===== config.mk =====
export PLATFORM = sky130hd
export DESIGN_NAME = thermal_window_alarm_slave
export DESIGN_NICKNAME = d
export VERILOG_FILES = /design/src/thermal_window_alarm_pkg.sv /design/src/thermal_window_alarm_slave.sv
export SDC_FILE = /design/constraint.sdc
export NUM_CORES = 1
export LEC_CHECK = 0
export BUFFER_PORTS_ARGS = -buffer_cell sky130_fd_sc_hd__buf_2
export CORE_AREA = 5 5 195 197
export CTS_CLUSTER_SIZE = 30
export DETAILED_ROUTE_END_ITERATION = 8
export DIE_AREA = 0 0 200 202
export SLEW_MARGIN = 15
export SYNTH_ARGS = -nofsm -noshare
export SYNTH_HDL_FRONTEND = slang
export SYNTH_SLANG_ARGS = --single-unit

===== constraint.sdc =====
create_clock -name clk -period 4.7 [get_ports clk]
set_input_delay 0.47 -clock clk [delete_from_list [all_inputs] [get_ports clk]]
set_output_delay 0.47 -clock clk [all_outputs]
set_load 0.1 [all_outputs]

===== src/thermal_window_alarm_pkg.sv =====
// Constants and types shared by the thermal window alarm slave
package thermal_window_alarm_pkg;
  // Clock and timing
  localparam int CLK_HZ = 125_000_000;
  localparam int TIMEOUT_MS = 75;
  localparam int TIMEOUT_CYCLES = TIMEOUT_MS * (CLK_HZ / 1000);
  localparam int CONV_CYCLES = 20000;
  localparam int CNT_W = 24;

  // Fixed upper part of the 7-bit slave address
  localparam logic [4:0] ADDR_FIXED = 5'h12;

  // Register selector codes
  localparam logic [2:0] PTR_TEMP = 3'h0;
  localparam logic [2:0] PTR_CFG = 3'h1;
  localparam logic [2:0] PTR_HYST = 3'h2;
  localparam logic [2:0] PTR_CRIT = 3'h3;
  localparam logic [2:0] PTR_LOW = 3'h4;
  localparam logic [2:0] PTR_HIGH = 3'h5;
  localparam logic [2:0] PTR_ID = 3'h7;

  // Configuration bit positions
  localparam int CFG_W = 5;
  localparam int CFG_SHUTDOWN = 0;
  localparam int CFG_EVENT_MODE = 1;
  localparam int CFG_CRIT_POL = 2;
  localparam int CFG_WIN_POL = 3;
  localparam int CFG_FAULT_QUEUE = 4;
  localparam logic [4:0] CFG_RESET = 5'h00;

  // Temperature words: 13-bit two's complement, 1/16 degree steps
  localparam int TEMP_W = 13;
  localparam logic [12:0] LOW_RESET = 13'h00A0;
  localparam logic [12:0] HIGH_RESET = 13'h0400;
  localparam logic [12:0] CRIT_RESET = 13'h0500;
  localparam logic [12:0] HYST_RESET = 13'h0020;

  // Status flag indices and fault queue depth
  localparam int FLAG_LOW = 0;
  localparam int FLAG_HIGH = 1;
  localparam int FLAG_CRIT = 2;
  localparam logic [2:0] FAULT_DEPTH = 3'h4;

  // Arbitrary identification value
  localparam logic [15:0] DEVICE_ID = 16'h5A5A;

  typedef enum logic [5:0] {
    S_IDLE = 6'h01,
    S_ADDR = 6'h02,
    S_ACK = 6'h04,
    S_WRITE = 6'h08,
    S_READ = 6'h10,
    S_RACK = 6'h20
  } bus_state_t;
endpackage


===== src/thermal_window_alarm_slave.sv =====
// Two-wire slave with window and critical temperature comparator
`timescale 1ns/10ps

// How it works
// Critical output mirrors critical flag except in shutdown
// Read keeps critical output, restarts conversion
// Comparator mode: read clears, reassert next conversion
// Comparator alert holds until above low+hysteresis
// Event mode: set per event until read
// Event is limit crossing or hysteresis return
// After read, low event waits for recovery
// Any register read restarts the conversion
// Host keeps hysteresis bands from overlapping
// Power-on defaults: comparator, 10/64/80/2, low
// Selector resets to temperature, holds last write
// Slave address 10010 plus two select pins
// Temperatures are 13-bit, sixteenth degree steps
// Frequent reads prevent result updates
// Shutdown stops conversions, silences alarm outputs
// Fault queue needs four consecutive conversions
// All registers writable except temperature and ID
// Host writes address, selector, then data
// Host reads current or reselects via restart
// Most significant byte and bit first
// Accept ack or nack after last byte
// Stuck data low recovered by extra clocks
// Flags clear only past the hysteresis point
// Mode bit: 0 comparator, 1 event
// Polarity bit: 0 active low, 1 high
// Long low bus returns interface to idle
// Conversion period parameter; read restarts it
module thermal_window_alarm_slave #(
  parameter int CONV_CYCLES = thermal_window_alarm_pkg::CONV_CYCLES,
  parameter int TIMEOUT_CYCLES = thermal_window_alarm_pkg::TIMEOUT_CYCLES
) (
  // Clock and reset
  input wire logic clk,
  input wire logic srst,
  // Serial bus pins
  input wire logic scl_in,
  input wire logic sda_in,
  output logic sda_out,
  output logic sda_oe,
  // Address select straps
  input wire logic addr_select_lo,
  input wire logic addr_select_hi,
  // Converter result, valid at every conversion end
  input wire logic [12:0] conversion_result,
  // Open-drain alarm outputs
  output logic window_alert_out,
  output logic window_alert_oe,
  output logic critical_alarm_out,
  output logic critical_alarm_oe
);
  localparam int TW = thermal_window_alarm_pkg::TEMP_W;
  localparam logic [23:0] CONV_LAST = 24'(CONV_CYCLES - 1);
  localparam logic [23:0] TIMEOUT_LAST = 24'(TIMEOUT_CYCLES - 1);

  thermal_window_alarm_pkg::bus_state_t state;
  logic [1:0] scl_sync, sda_sync, sel_lo_sync, sel_hi_sync;
  logic scl_d, sda_d;
  logic [7:0] shift;
  logic [3:0] bit_cnt;
  logic rw, rd_second;
  logic [1:0] wr_idx;
  logic [7:0] wr_msb;
  logic [2:0] pointer;
  logic sda_drive;
  logic read_start, reg_we;
  logic [15:0] reg_wdata;
  logic [15:0] read_word;
  logic [7:0] tx_byte;
  logic [23:0] low_cnt, conv_cnt;
  logic timeout, conv_end;
  logic [4:0] cfg;
  logic [12:0] limit_low, limit_high, limit_crit, hysteresis_amount;
  logic [12:0] temp_result;
  logic [2:0] flag, flip, cond_set, cond_clr;
  logic [2:0] fq_cnt [3];
  logic [2:0] fq_need;
  logic win_alert, win_event;
  logic signed [13:0] t, lo_pt, hi_pt, cr_pt;

  wire scl_s = scl_sync[1];
  wire sda_s = sda_sync[1];
  wire scl_rise = scl_s & ~scl_d;
  wire scl_fall = ~scl_s & scl_d;
  wire bus_start = scl_s & scl_d & sda_d & ~sda_s;
  wire bus_stop = scl_s & scl_d & ~sda_d & sda_s;
  wire shutdown = cfg[thermal_window_alarm_pkg::CFG_SHUTDOWN];
  wire event_mode = cfg[thermal_window_alarm_pkg::CFG_EVENT_MODE];

  // Pins cross two flops before any logic looks at them
  always_ff @(posedge clk) begin
    scl_sync <= {scl_sync[0], scl_in};
    sda_sync <= {sda_sync[0], sda_in};
    sel_lo_sync <= {sel_lo_sync[0], addr_select_lo};
    sel_hi_sync <= {sel_hi_sync[0], addr_select_hi};
    scl_d <= scl_s;
    sda_d <= sda_s;
  end

  // Bus stuck low watchdog
  always_ff @(posedge clk) begin
    if (srst || (scl_s && sda_s)) begin
      low_cnt <= 24'h00_0000;
    end else if (!timeout) begin
      low_cnt <= low_cnt + 24'h00_0001;
    end
  end
  assign timeout = (low_cnt == TIMEOUT_LAST);

  // Selected register as a 16-bit word
  always_comb begin
    unique case (pointer)
      thermal_window_alarm_pkg::PTR_TEMP:
        read_word = {temp_result, flag};
      thermal_window_alarm_pkg::PTR_CFG:
        read_word = {3'h0, cfg, 8'h00};
      thermal_window_alarm_pkg::PTR_HYST:
        read_word = {hysteresis_amount, 3'h0};
      thermal_window_alarm_pkg::PTR_CRIT:
        read_word = {limit_crit, 3'h0};
      thermal_window_alarm_pkg::PTR_LOW:
        read_word = {limit_low, 3'h0};
      thermal_window_alarm_pkg::PTR_HIGH:
        read_word = {limit_high, 3'h0};
      thermal_window_alarm_pkg::PTR_ID:
        read_word = thermal_window_alarm_pkg::DEVICE_ID;
      default:
        read_word = 16'h0000;
    endcase
    tx_byte = rd_second ? read_word[7:0] : read_word[15:8];
  end

  // Serial slave state machine
  always_ff @(posedge clk) begin
    read_start <= 1'b0;
    reg_we <= 1'b0;
    if (srst || timeout) begin
      state <= thermal_window_alarm_pkg::S_IDLE;
      sda_drive <= 1'b0;
      bit_cnt <= 4'h0;
      shift <= 8'h00;
      rw <= 1'b0;
      rd_second <= 1'b0;
      wr_idx <= 2'h0;
      wr_msb <= 8'h00;
      reg_wdata <= 16'h0000;
      if (srst) begin
        pointer <= thermal_window_alarm_pkg::PTR_TEMP;
      end
    end else if (bus_start) begin
      state <= thermal_window_alarm_pkg::S_ADDR;
      sda_drive <= 1'b0;
      bit_cnt <= 4'h0;
    end else if (bus_stop) begin
      state <= thermal_window_alarm_pkg::S_IDLE;
      sda_drive <= 1'b0;
    end else begin
      unique case (state)
        thermal_window_alarm_pkg::S_IDLE: begin
          sda_drive <= 1'b0;
        end
        thermal_window_alarm_pkg::S_ADDR,
        thermal_window_alarm_pkg::S_WRITE: begin
          if (scl_rise) begin
            shift <= {shift[6:0], sda_s};
            bit_cnt <= bit_cnt + 4'h1;
          end else if (scl_fall && bit_cnt == 4'h8) begin
            bit_cnt <= 4'h0;
            sda_drive <= 1'b1;
            state <= thermal_window_alarm_pkg::S_ACK;
            if (state == thermal_window_alarm_pkg::S_ADDR) begin
              if (shift[7:1] == {thermal_window_alarm_pkg::ADDR_FIXED,
                                 sel_hi_sync[1], sel_lo_sync[1]}) begin
                rw <= shift[0];
                rd_second <= 1'b0;
                wr_idx <= 2'h0;
                read_start <= shift[0];
              end else begin
                sda_drive <= 1'b0;
                state <= thermal_window_alarm_pkg::S_IDLE;
              end
            end else begin
              if (wr_idx != 2'h3) begin
                wr_idx <= wr_idx + 2'h1;
              end
              if (wr_idx == 2'h0) begin
                pointer <= shift[2:0];
              end else if (wr_idx == 2'h1) begin
                wr_msb <= shift;
                reg_we <= (pointer == thermal_window_alarm_pkg::PTR_CFG);
                reg_wdata <= {shift, 8'h00};
              end else if (wr_idx == 2'h2) begin
                reg_we <= (pointer != thermal_window_alarm_pkg::PTR_CFG);
                reg_wdata <= {wr_msb, shift};
              end
            end
          end
        end
        thermal_window_alarm_pkg::S_ACK: begin
          if (scl_fall) begin
            if (rw) begin
              sda_drive <= ~tx_byte[7];
              shift <= {tx_byte[6:0], 1'b0};
              rd_second <= ~rd_second;
              bit_cnt <= 4'h1;
              state <= thermal_window_alarm_pkg::S_READ;
            end else begin
              sda_drive <= 1'b0;
              bit_cnt <= 4'h0;
              state <= thermal_window_alarm_pkg::S_WRITE;
            end
          end
        end
        thermal_window_alarm_pkg::S_READ: begin
          if (scl_fall) begin
            if (bit_cnt == 4'h8) begin
              sda_drive <= 1'b0;
              state <= thermal_window_alarm_pkg::S_RACK;
            end else begin
              sda_drive <= ~shift[7];
              shift <= {shift[6:0], 1'b0};
              bit_cnt <= bit_cnt + 4'h1;
            end
          end
        end
        thermal_window_alarm_pkg::S_RACK: begin
          if (scl_rise) begin
            // Nack ends the read quietly; the stop follows
            state <= sda_s ? thermal_window_alarm_pkg::S_IDLE
                           : thermal_window_alarm_pkg::S_ACK;
          end
        end
      endcase
    end
  end
  assign sda_out = 1'b0;
  assign sda_oe = sda_drive;

  // Programmable registers; temperature result has no write path
  always_ff @(posedge clk) begin
    if (srst) begin
      cfg <= thermal_window_alarm_pkg::CFG_RESET;
      limit_low <= thermal_window_alarm_pkg::LOW_RESET;
      limit_high <= thermal_window_alarm_pkg::HIGH_RESET;
      limit_crit <= thermal_window_alarm_pkg::CRIT_RESET;
      hysteresis_amount <= thermal_window_alarm_pkg::HYST_RESET;
    end else if (reg_we) begin
      unique case (pointer)
        thermal_window_alarm_pkg::PTR_CFG: cfg <= reg_wdata[12:8];
        thermal_window_alarm_pkg::PTR_HYST:
          hysteresis_amount <= reg_wdata[15:3];
        thermal_window_alarm_pkg::PTR_CRIT: limit_crit <= reg_wdata[15:3];
        thermal_window_alarm_pkg::PTR_LOW: limit_low <= reg_wdata[15:3];
        thermal_window_alarm_pkg::PTR_HIGH: limit_high <= reg_wdata[15:3];
        default: cfg <= cfg;
      endcase
    end
  end

  // Conversion timer; a read or shutdown restarts it
  always_ff @(posedge clk) begin
    if (srst || shutdown || read_start || conv_end) begin
      conv_cnt <= 24'h00_0000;
    end else begin
      conv_cnt <= conv_cnt + 24'h00_0001;
    end
  end
  assign conv_end = !shutdown && !read_start
                    && conv_cnt == CONV_LAST;

  always_ff @(posedge clk) begin
    if (srst) begin
      temp_result <= 13'h0000;
    end else if (conv_end) begin
      temp_result <= conversion_result;
    end
  end

  // Trip and release points, with hysteresis
  always_comb begin
    t = {conversion_result[TW-1], conversion_result};
    lo_pt = 14'({limit_low[TW-1], limit_low}
            + {hysteresis_amount[TW-1], hysteresis_amount});
    hi_pt = 14'({limit_high[TW-1], limit_high}
            - {hysteresis_amount[TW-1], hysteresis_amount});
    cr_pt = 14'({limit_crit[TW-1], limit_crit}
            - {hysteresis_amount[TW-1], hysteresis_amount});
    cond_set[thermal_window_alarm_pkg::FLAG_LOW] =
      t < $signed({limit_low[TW-1], limit_low});
    cond_set[thermal_window_alarm_pkg::FLAG_HIGH] =
      t > $signed({limit_high[TW-1], limit_high});
    cond_set[thermal_window_alarm_pkg::FLAG_CRIT] =
      t > $signed({limit_crit[TW-1], limit_crit});
    cond_clr[thermal_window_alarm_pkg::FLAG_LOW] = t > lo_pt;
    cond_clr[thermal_window_alarm_pkg::FLAG_HIGH] = t < hi_pt;
    cond_clr[thermal_window_alarm_pkg::FLAG_CRIT] = t < cr_pt;
  end

  // A flag flips once enough consecutive conversions agree
  assign fq_need = cfg[thermal_window_alarm_pkg::CFG_FAULT_QUEUE]
                   ? thermal_window_alarm_pkg::FAULT_DEPTH : 3'h1;
  for (genvar i = 0; i < 3; i++) begin : g_flag
    wire want = flag[i] ? cond_clr[i] : cond_set[i];
    assign flip[i] = conv_end && want && (fq_cnt[i] + 3'h1 >= fq_need);
    always_ff @(posedge clk) begin
      if (srst) begin
        flag[i] <= 1'b0;
        fq_cnt[i] <= 3'h0;
      end else if (conv_end) begin
        flag[i] <= flag[i] ^ flip[i];
        fq_cnt[i] <= (want && !flip[i]) ? fq_cnt[i] + 3'h1 : 3'h0;
      end
    end
  end

  // Any flip of the window flags is an event
  assign win_event = flip[thermal_window_alarm_pkg::FLAG_LOW]
                     | flip[thermal_window_alarm_pkg::FLAG_HIGH];

  // Window alert; conversion end and read never coincide
  always_ff @(posedge clk) begin
    if (srst || shutdown) begin
      win_alert <= 1'b0;
    end else if (conv_end) begin
      if (event_mode) begin
        win_alert <= win_alert | win_event;
      end else begin
        win_alert <= (flag[thermal_window_alarm_pkg::FLAG_LOW]
                     ^ flip[thermal_window_alarm_pkg::FLAG_LOW])
                   | (flag[thermal_window_alarm_pkg::FLAG_HIGH]
                     ^ flip[thermal_window_alarm_pkg::FLAG_HIGH]);
      end
    end else if (read_start) begin
      win_alert <= 1'b0;
    end
  end

  // Open drain: pulled low while enable is high
  always_ff @(posedge clk) begin
    if (srst) begin
      window_alert_oe <= 1'b0;
      critical_alarm_oe <= 1'b0;
    end else begin
      window_alert_oe <= win_alert
                         ^ cfg[thermal_window_alarm_pkg::CFG_WIN_POL];
      critical_alarm_oe <= (flag[thermal_window_alarm_pkg::FLAG_CRIT]
                            && !shutdown)
                           ^ cfg[thermal_window_alarm_pkg::CFG_CRIT_POL];
    end
  end
  assign window_alert_out = 1'b0;
  assign critical_alarm_out = 1'b0;
endmodule


-- Yosys cells after proc, flatten, opt, wreduce, memory -nomap -nowiden
Memory sizes are Yosys's and may differ from the RTL's.
Cells that the tools add are included.
Widths: inputs -> output; s select.
- $add $sub $neg: 10
- multipliers: 0
- div/mod/pow operators: 0
- order comparisons: 9
- equality and inequality tests: 44
- shifts and indexed selects: 0
- mux-type cells: 78
- bitwise logic cells: 33
- reduce and logical (&&, ||, !) cells: 58
- operator list (kind ; count):
    $pmux 16 s7 ; 1
    $mux 3 ; 19
    $add 24x1->24 const B ; 2
    $mux 8 ; 6
    $mux 6 ; 6
    $mux 16 ; 2
    $reduce_and 8->1 ; 4
    $lt 13x14->1 ; 2
    $mux 1 ; 28
    $ne 2x2->1 const B ; 14
    $reduce_and 7->1 ; 4
    $sub 13x13->14 ; 2
    $gt 13x13->1 ; 2
    $eq 24x15->1 const B ; 1
    $eq 24x24->1 const B ; 1
    $ne 4x4->1 const B ; 6
    $pmux 6 s4 ; 1
    $pmux 8 s3 ; 1
    $mux 4 ; 5
    $reduce_or 8->1 ; 2
    $not 1->1 ; 15
    $add 13x13->14 ; 1
    $gt 13x14->1 ; 1
    $logic_and 1x1->1 ; 14
    43 further kinds ; 92
- flip-flop bits (word level): 186
- bits in latches: 0
- RAM bits: 9
- bits in read-only memories: 0
- output and inout port bits: 6
- memories: 1
- memory list (memory ; depth ; bits a word ; read ports ; clocked after Yosys merged registers in ; wr ports ; line ; RTL):
    fq_cnt ; 3 ; 3 ; 3 ; 0 ; 3 ; thermal_window_alarm_slave.sv:79 ; logic [2:0] fq_cnt [3];

-- Longest topological paths before layout
Gate-level depths: netlist of run 1.
- word-level depth: 9
- gate-level depth with buffers: 19

-- Worst setup path before layout of run 1
OpenSTA, ideal clock, no wires.
- path kind: register -> register
- start: register hysteresis_amount[0]
- end: memory fq_cnt[1][2] (data pin)
- library setup time: 0.140 ns
- data arrival time: 3.460 ns
- setup slack: 1.100 ns
- stages on the path, launching flop included: 19
- buffers on the path: 0
- period minus slack after synthesis: 3.600 ns
- cells stage by stage: dfxtp_1 ha_1 inv_1 fa_1 a21o_1 a21oi_1 nor2b_1 nor4_1 o31ai_1 o41ai_1 xnor2_1 ha_1 a31oi_1 o21a_1 nand4b_1 a21oi_1 o21ai_0 a21o_1 nor2b_1
- RTL lines (item ; line ; RTL):
    from (decl) ; thermal_window_alarm_slave.sv:76 ; logic [12:0] limit_low, limit_high, limit_crit, hysteresis_amount;
    from (signal assigned) ; thermal_window_alarm_slave.sv:249 ; hysteresis_amount <= thermal_window_alarm_pkg::HYST_RESET;
    from (signal assigned) ; thermal_window_alarm_slave.sv:254 ; hysteresis_amount <= reg_wdata[15:3];
    to (decl) ; thermal_window_alarm_slave.sv:79 ;

-- Worst setup path in the final report of run 1
- start: register hysteresis_amount[0]
- end: register win_alert
- longest elaborated chain between the ends: 9
- elaborated cells between the ends (all ways): 17
- RTL lines (item ; line ; RTL):
    $add 13x13->14 or $sub 13x13->14 (tied branches) ; thermal_window_alarm_slave.sv:286, thermal_window_alarm_slave.sv:288 ;
    $gt 13x14->1 or $lt 13x14->1 (tied branches) ; thermal_window_alarm_slave.sv:297, thermal_window_alarm_slave.sv:298 ;
    $mux 1 ; thermal_window_alarm_slave.sv:306 ; wire want = flag[i] ? cond_clr[i] : cond_set[i];
    $logic_and 1x1->1 (2 in a row) ; thermal_window_alarm_slave.sv:307 ; assign flip[i] = conv_end && want && (fq_cnt[i] + 3'h1 >= fq_need);
    $xor 1x1->1 (tied with other cells) ; thermal_window_alarm_slave.sv:332 ; ^ flip[thermal_window_alarm_pkg::FLAG_LOW])
    $or 1x1->1 (on tied branches) ; thermal_window_alarm_slave.sv:333, thermal_window_alarm_slave.sv:329 ;
    $mux 1 * ; thermal_window_alarm_slave.sv:328 ; if (event_mode) begin
    $mux 1 * ; thermal_window_alarm_slave.sv:327 ; end else if (conv_end) begin
    to (signal assigned) ; thermal_window_alarm_slave.sv:329 ; win_alert <= win_alert | win_event;
    to (signal assigned) ; thermal_window_alarm_slave.sv:331 ; win_alert <= (flag[thermal_window_alarm_pkg::FLAG_LOW]
    to (decl) ; thermal_window_alarm_slave.sv:81 ; logic win_alert, win_event;
Mark *: on every way between the ends. The rest lies on a longest branch, timed or not.
A chain may end at the register's enable or synchronous reset.

==> metrics.cfg, run 1 <==
[global_route]
maximum_number_of_pins_on_one_net_before_global_route_repair = 56
via_count_of_the_first_global_routing_pass = 10500
grt_first_pass_wirelength_mm = 56.6
residual_overflow_from_global_routing = 0
grt_antenna_before_repair = 0
groute.usage.overall = 0.175

[timing]
tightestPinTransition_ns = 1.16
timing.slew.headroom = 0.222
final.setup_skew_ns = 0.0109
setup_viol = 0
rsz0062_at_grt = false
layout_min_cycle_time_ns = 4.22
finalCritPeriodShare = 0.897
fmaxAchievable_ghz = 0.237
report.final.slew_viol_count = 0
final_critical_path_setup_slack_ns = 0.484
final.setup.tns_ns = 0
timing_hold_violations_final = 0

[place]
io_buffer_count = 21
dp_slack_ns = 0.467
detailedPlacementHpwl_mm = 27.4
gpl.final_weighted_congestion = 0.929
place_area_um2 = 12900
placed_cells = 1986

[finish]
final_nets = 1693
layout.cell_area.non_filler_um2 = 13600
diodes = 0
final_layout_size_suffix_gt1_frac = 0.0581
area_delta_synth_final_pct = 9.40
stdcell_count = 2018

[clock_network]
cts-buffers-inserted = 17
cts_max_level = 4
insertion_delay_ns = 0.44
cts_tree = done
clock_tree.root_cell = clkbuf_16
cts.sink_count = 192
post-cts-setup-buffer-count = 0
path_clk_slew_ns = 0.08
ctsLongestPathBuffers = 2

[yosys]
postSynthRegisterBits = 192
syn_avg_cell_area_um2 = 8.04
asyncSetResetFlopFracSynth = 0
post_synth_inst_count = 1544
ys.flop_type = dfxtp_1
netlist_area_um2 = 12400
synth_enable_flop_cells = 12
synth_sequential_area_ratio = 0.319
yosys_synthesis_warning_count = 0
synth_cell_type_count = 75

[floorplan]
chipWidth_um = 200
core_region_area_um2 = 36100
floorplan.die.height_um = 202
rows = 70
start_util = 0.344
floorplan_die_area_um2 = 40400
io_pins = 25

[detailed_routing]
vias_per_cell = 5.44
finalWirelength_mm = 35.5
detail_route.iter0.violations = 1012
vias = 11000
route.detailed.drc = 0
route.detailed.wl_per_inst_um = 17.6
antenna_violating_nets_post_route = 0
detail_route.first_pass.iterations = 7

[power_and_ir_drop]
vdd.ir_drop.worst_v = 0.000222
pwr_density_cell_nw_per_um2 = 256
static-leakage-power_nw = 4.95

[setup_path]
setup_crit_path_kind = flop to flop
timing.critical_path.to_type = flop
worst-endpoint-arrival_ns = 4.53
critical_path.startpoint_type = flop
worst-endpoint-required_ns = 5.02
critPathMaxFanout = 5

[outcome]
status = complete, no violations

[worst_hold_path]
worstHoldPathType = primary input to flop

[run]
timing.max_cap.violations = 0

-- final cells by class --
| type | count | area [µm²] |
|---|---|---|
| Fill cell | 3735 | 22500 |
| Multi-Input combinational cell | 1204 | 7870 |
| Sequential cell | 192 | 3960 |
| Tap cell | 468 | 586 |
| Clock buffer | 17 | 425 |
| Inverter | 92 | 345 |
| Clock inverter | 15 | 219 |
| Timing Repair Buffer | 30 | 173 |
-- placed cells by master (no fill, tap or decap), types with 11 or more instances in the layout --
cell type,n
mux2i_1,37
nor3_1,20
a21o_1,16
a211oi_1,19
clkbuf_16,17
xnor2_1,32
a21oi_1,139
edfxtp_1,12
a31oi_1,12
nand4_1,19
and3_1,16
nand3b_1,14
nand2b_1,14
xor2_1,47
or3_1,15
nor2b_1,23
ha_1,134
inv_1,92
nand3_1,43
o211ai_1,11
buf_2,21
dfxtp_1,180
nor4_1,13
nor2_1,163
nand2_1,215
o21ai_0,49
o21a_1,15
-- synthesized netlist by cell type (8+ instances only) --
library cell  instances  area share
nand2_1             215       0.065
dfxtp_1             180        0.29
nor2_1              163       0.049
a21oi_1             139       0.056
ha_1                134        0.14
inv_1                92       0.028
o21ai_0              49       0.020
xor2_1               47       0.033
nand3_1              43       0.017
clkbuf_1             40       0.012
mux2i_1              37       0.030
xnor2_1              32       0.023
nor2b_1              23       0.012
nor3_1               20      0.0081
a211oi_1             19       0.011
nand4_1              19      0.0096
a21o_1               16      0.0097
and3_1               16      0.0081
o21a_1               15      0.0091
or3_1                15      0.0076
nand2b_1             14      0.0071
nand3b_1             14      0.0085
nor4_1               13      0.0066
a31oi_1              12      0.0060
edfxtp_1             12       0.029
o211ai_1             11      0.0067
and2_1                9      0.0045
mux2_2                9      0.0082
or2_2                 9      0.0045
buf_2                 8      0.0032
o22ai_1               8      0.0040
-- worst paths after layout --
check                                          start          end  slack (ns)  cells after the start
worst min-delay path                          scl_in  scl_sync[0]        0.13                      1
worst max register to register  hysteresis_amount[0]    win_alert        0.48                     18
worst max-delay path            hysteresis_amount[0]    win_alert        0.48                     18
worst min register to register           sda_sync[0]  sda_sync[1]        0.34                      0
-- stage by stage --
| step | hold slack [ns] | power (mW) | util |
|---|---|---|---|
| 6_report | 0.127 | 3.48 | 0.376 |
| 2_1_floorplan | 0.310 | 1.86 | - |
| 3_5_place_dp | 0.323 | 1.93 | 0.358 |
| 4_1_cts | 0.109 | 3.51 | 0.376 |
| 3_3_place_gp | 0.317 | 1.92 | 0.358 |
| 5_1_grt | 0.105 | 3.61 | 0.376 |
-- cell families (layout without fill, tap and decap cells) --
group / after synthesis / count (layout) / synth area share
XOR/XNOR: 79 / 79 / 0.0557
flip-flops: 192 / 192 / 0.319
adder cells (fa/ha/maj): 137 / 137 / 0.140
multiplexers: 47 / 47 / 0.0398
AO/OA/AOI/OAI: 334 / 334 / 0.167
other: 1 / 3 / 0.000302
AND/OR/NAND/NOR: 604 / 604 / 0.230
buffers and inverters: 150 / 154 / 0.0480
-- registers in the layout, indices dropped and copies added (netlist names), 8 cells and up --
name               flops
reg_wdata             13
fq_cnt                 9
limit_crit            13
limit_high            13
shift                  8
low_cnt               24
hysteresis_amount     13
wr_msb                 8
limit_low             13
temp_result           13
conv_cnt              24
-- layer usage --
metal  vias up  track usage  part of all wire
li1       5416            -                 -
met1      5184        0.242              0.46
met2       330        0.278              0.46
met3        56       0.0275             0.055
met4         0       0.0573             0.025
met5         -            0                 0
-- report_power, final --
group          internal (mW)  switching (mW)
Sequential              1.65          0.0179
Combinational         0.0734           0.145
Clock                  0.869           0.723
Total                   2.60           0.886
-- timing repair --
item                                   in CTS  in global routing
setup endpoints to repair                   0                  1
hold buffers                                0                  0
gates resized for setup                     0                  1
endpoints found under the hold margin       0                  0
-- worst max-delay path, stage by stage (launching register included) --
cell	delay, ns
dfxtp_1	0.43
ha_1	0.20
inv_1	0.05
fa_1	0.40
a21o_1	0.18
a21oi_1	0.21
nor2b_1	0.09
nor4_1	0.36
o31ai_1	0.22
o41ai_2	0.27
xnor2_1	0.17
ha_1	0.28
a31oi_1	0.18
o21a_1	0.15
nand4b_1	0.10
a21oi_1	0.30
o211ai_1	0.17
a22oi_1	0.22
a211oi_1	0.10
(Power assumes the default switching activity.)
==> run 2: changes to the inputs <==
- BUFFER_PORTS_ARGS: -buffer_cell sky130_fd_sc_hd__buf_2 -> -buffer_cell sky130_fd_sc_hd__buf_4
==> run 2 against run 1 <==
Sequential share of layout area hardly changed. Maximum frequency is 0.81% lower. Worst setup slack got worse by 0.034 ns. Final cell count about the same. Sequential cell count stayed put. Largest cell class unchanged. Largest power group unchanged.
==> metrics.cfg, run 2 (synthesized netlist as in run 1, its figures left out) <==
[setup_path]
critical-path-max-stage-delay_ns = 0.43
timing.critical_path.buf_inv = 1
critical_path.top_delay_family = compound AO/OA/AOI/OAI gates
setup_crit_path_kind = flop to flop
timing.critical_path.to_type = flop
worst-endpoint-required_ns = 5.02
path_cells = ha_1 > inv_1 > fa_1 > a21o_1 > a21oi_1 > nor2b_1 > nor4_1 > o31ai_1 > o41ai_1 > xnor2_1 > ha_1 > a31oi_1 > o21a_1 > nand4b_1 > a21oi_1 > o211ai_1 > a22oi_1 > a211oi_1
crit_slowest_cell = dfxtp_1
critPathMaxFanout = 5
worst-endpoint-arrival_ns = 4.57
critical_path.startpoint_type = flop

[clock_network]
post_cts_hold_buffer_count = 0
post-cts-setup-buffer-count = 0
insertion_delay_ns = 0.45
cts-buffers-inserted = 17
ctsResizeCount = 0
path_clk_slew_ns = 0.08
cts_max_level = 4
cts_tree = done
cts.sink_count = 192
ctsLongestPathBuffers = 2
clock_tree.root_cell = clkbuf_16

[global_route]
maximum_number_of_pins_on_one_net_before_global_route_repair = 45
residual_overflow_from_global_routing = 0
grt_first_pass_wirelength_mm = 56.0
grt_antenna_before_repair = 0
groute.usage.overall = 0.174
via_count_of_the_first_global_routing_pass = 10500

[place]
dp_slack_ns = 0.528
place_area_um2 = 13000
gpl.final_weighted_congestion = 0.931
io_buffer_count = 21
detailedPlacementHpwl_mm = 27.0

[detailed_routing]
finalWirelength_mm = 35.3
route.detailed.wl_per_inst_um = 17.5
vias = 11000
route.detailed.drc = 0
antenna_violating_nets_post_route = 0
vias_per_cell = 5.42
detail_route.first_pass.iterations = 6
detail_route.iter0.violations = 940

[floorplan]
chipWidth_um = 200
rows = 70
floorplan_die_area_um2 = 40400
floorplan.die.height_um = 202
start_util = 0.344
core_region_area_um2 = 36100
io_pins = 25

[finish]
layout.cell_area.non_filler_um2 = 13600
final_nets = 1695
final_layout_size_suffix_gt1_frac = 0.0586
area_delta_synth_final_pct = 9.33
largest_regs = conv_cnt x24, low_cnt x24
final.fill_count = 3796
diodes = 0
most_common_cell_after_layout_fill_and_taps_aside = nand2_1
post-route-util = 0.376
most-common-layout-cells = 215 x nand2_1, 180 x dfxtp_1, 162 x nor2_1

[timing]
final.setup_skew_ns = 0.0146
tightestPinTransition_ns = 0.878
finalCritPeriodShare = 0.904
final.setup.tns_ns = 0
report.final.slew_viol_count = 0
final_critical_path_setup_slack_ns = 0.450
timing.slew.headroom = 0.413
rsz0062_at_grt = false
hold_slack_ns = 0.124
layout_min_cycle_time_ns = 4.25
fmaxAchievable_ghz = 0.235
timing_hold_violations_final = 0
setup_viol = 0

[power_and_ir_drop]
vdd.ir_drop.worst_v = 0.000275
internal-power_mw = 2.48
pwr_density_cell_nw_per_um2 = 247
share_comb_of_total_power = 0.068
share_seq_of_total_power = 0.498
clk_pwr_share = 0.434
power.share.switching = 0.260
netSwitchingPower_uw = 871
static-leakage-power_nw = 4.93

[run]
timing.max_cap.violations = 0

[outcome]
status = complete, no violations

[worst_hold_path]
worstHoldPathType = primary input to flop

## run 2: final cells by class
cell class / count / area [µm²] / share of cell area
clock inverters: 15 / 148 / 0.0109
flip-flops and latches: 192 / 3960 / 0.292
repair buffers: 32 / 240 / 0.0177
well taps: 468 / 586 / 0.0431
clock buffers: 17 / 425 / 0.0313
multi-input cells: 1204 / 7870 / 0.579
inverters: 92 / 345 / 0.0254
## run 2: stage by stage
step / cells / power (mW)
5_1_grt: 2020 / 3.48
2_1_floorplan: 1546 / 1.86
6_report: 2020 / 3.35
3_3_place_gp: 1988 / 1.93
3_5_place_dp: 1988 / 1.93
4_1_cts: 2020 / 3.39
## run 2: final timing paths
path                        startpoint             end  slack [ns]  cells after the start
setup / recovery  hysteresis_amount[0]       win_alert        0.45                     18
hold / removal          addr_select_lo  sel_lo_sync[0]        0.12                      1
setup reg to reg  hysteresis_amount[0]       win_alert        0.45                     18
hold reg to reg         sel_hi_sync[0]  sel_hi_sync[1]        0.33                      0
## run 2: metal layers
metal | global-route usage | routed length, µm
met5 | 0 | 0
met4 | 0.0614 | 1100
met3 | 0.0302 | 1940
met2 | 0.277 | 16000
met1 | 0.236 | 16200
## run 2: power groups by stage
stage	Combinational, mW	Clock [mW]	Sequential, mW
after global routing	0.253	1.56	1.67
after CTS	0.228	1.50	1.67
after global placement	0.222	0	1.71
after floorplan	0.155	0	1.70
after detailed placement	0.227	0	1.71
final	0.227	1.45	1.67
==> run 3: changes to the inputs <==
- CORE_AREA: 5 5 195 197 -> 5 5 146 148
- DIE_AREA: 0 0 200 202 -> 0 0 151 153
- PLACE_DENSITY: default -> 0.8
==> run 3 against run 2 <==
Clock power about the same. Utilization grew 29 points. Register-to-register slack better by 0.16 ns. Power is 0.92% lower. Count of clock-buffer cells in the layout grew 3. Final cell count decreased by 9.9%. Critical path depth did not move. Worst hold slack improved by 0.020 ns. Maximum frequency up 3.9%. Clock skew decreased by 0.0032 ns. Highest routed layer unchanged.
==> metrics.cfg, run 3 (synthesized netlist as in run 1, its figures left out) <==
[setup_path]
worst-endpoint-arrival_ns = 4.37
reg2reg_slack_ns = 0.61
reg2reg_from = hysteresis_amount[0]
setup_crit_path_kind = flop to flop
critPathMaxFanout = 5
worst-endpoint-required_ns = 4.98
critical_path.startpoint_type = flop
ff2ff_path_depth = 18
timing.critical_path.to_type = flop
reg2reg_to = fq_cnt[1][2]

[finish]
largest_regs = conv_cnt x24, low_cnt x24
diodes = 0
final_layout_size_suffix_gt1_frac = 0.0574
most-common-layout-cells = 215 x nand2_1, 180 x dfxtp_1, 163 x nor2_1
final_nets = 1693
layout.cell_area.non_filler_um2 = 13300
area_delta_synth_final_pct = 7.33
most_common_cell_after_layout_fill_and_taps_aside = nand2_1

[clock_network]
cts-buffers-inserted = 17
ctsResizeCount = 0
cts.sink_count = 192
cts_tree = done
cts_max_level = 4
post-cts-setup-buffer-count = 0
clock_tree.root_cell = clkbuf_16
post_cts_hold_buffer_count = 0
ctsLongestPathBuffers = 2
insertion_delay_ns = 0.43
path_clk_slew_ns = 0.08

[floorplan]
start_util = 0.624
chipWidth_um = 151
rows = 52
core_region_area_um2 = 19900
floorplan.die.height_um = 153
floorplan_die_area_um2 = 23100
io_pins = 25

[detailed_routing]
route.detailed.drc = 0
route.detailed.wl_per_inst_um = 18.7
detail_route.iter0.violations = 1080
finalWirelength_mm = 34.0
vias_per_cell = 6.19
detail_route.first_pass.iterations = 5
vias = 11300
antenna_violating_nets_post_route = 0

[place]
place_area_um2 = 12700
gpl.final_weighted_congestion = 0.994
detailedPlacementHpwl_mm = 25.8
io_buffer_count = 21

[timing]
fmaxAchievable_ghz = 0.244
setup_viol = 0
tightestPinTransition_ns = 1.21
layout_min_cycle_time_ns = 4.09
finalCritPeriodShare = 0.870
final.setup_skew_ns = 0.0114
timing.slew.headroom = 0.188
final.setup.tns_ns = 0
rsz0062_at_grt = false
report.final.slew_viol_count = 0
timing_hold_violations_final = 0

[outcome]
status = complete, no violations

[worst_hold_path]
worst_hold_startpoint = addr_select_hi
worst_hold_path.endpoint = sel_hi_sync[0]
worstHoldPathType = primary input to flop
min_delay_path_depth = 1

[global_route]
via_count_of_the_first_global_routing_pass = 10900
groute.usage.overall = 0.295
maximum_number_of_pins_on_one_net_before_global_route_repair = 69
residual_overflow_from_global_routing = 0
grt_first_pass_wirelength_mm = 54.6
grt_antenna_before_repair = 0

[power_and_ir_drop]
static-leakage-power_nw = 4.93
vdd.ir_drop.worst_v = 0.000260
pwr_density_cell_nw_per_um2 = 249

[run]
timing.max_cap.violations = 0

run 3: changes by cell type in the layout (fill, tap and decap cells not counted), sizes merged:
cell	change
clkinvlp	-1
clkinv	-1
buf	-2
bufinv	-1
clkbuf	+3
run 3: worst max-delay path: stages (launching register included):
cell      delay (ns)
dfxtp_1         0.41
ha_1            0.20
inv_1           0.05
fa_1            0.40
a21o_1          0.18
a21oi_1         0.21
nor2b_1         0.09
nor4_1          0.28
o31ai_1         0.17
o41ai_1         0.33
xnor2_1         0.18
ha_1            0.29
a31oi_1         0.18
o21a_1          0.16
nand4b_1        0.09
a21oi_1         0.28
o21ai_0         0.14
a21o_1          0.22
nor2b_1         0.12
run 3: area by class of cell:
type / count / area, µm²
clock buffers: 20 / 478
multi-input cells: 1204 / 7860
fillers: 1690 / 6580
inverters: 92 / 345
clock inverters: 12 / 111
well taps: 270 / 338
flip-flops and latches: 192 / 3960
repair buffers: 30 / 225
run 3: how the worst max path moves through the flow:
stage,startpoint,end,slack [ns],depth (start not counted)
6_report,hysteresis_amount[0],fq_cnt[1][2],0.61,18
2_1_floorplan,hysteresis_amount[0],fq_cnt[1][2],1.10,18
3_5_place_dp,hysteresis_amount[0],fq_cnt[1][2],0.63,18
5_1_grt,hysteresis_amount[1],win_alert,0.09,17
3_3_place_gp,hysteresis_amount[0],fq_cnt[1][2],0.74,18
4_1_cts,hysteresis_amount[0],fq_cnt[1][2],0.61,18
run 3: power by group:
part	switching (mW)	internal, mW	leakage, nW
clock	0.661	0.758	0.286
sequential	0.0152	1.65	1.58
combinational	0.151	0.0794	3.07
run 3: per-layer routing:
metal	vias to the layer above	global-route usage	part of all wire
met3	144	0.0426	0.072
met4	0	0.164	0.059
met5	-	0	0
met1	5209	0.369	0.40
met2	492	0.486	0.47
li1	5421	-	-
run 3: metrics by stage:
stage	utilization	hold WS, ns	instances	setup slack [ns]	power (mW)
5_1_grt	0.669	0.122	1820	0.0930	3.44
4_1_cts	0.669	0.120	1820	0.609	3.35
3_3_place_gp	0.640	0.311	1788	0.738	1.93
2_1_floorplan	-	0.310	1546	1.10	1.86
3_5_place_dp	0.640	0.313	1788	0.627	1.93
6_report	0.669	0.144	1820	0.610	3.32
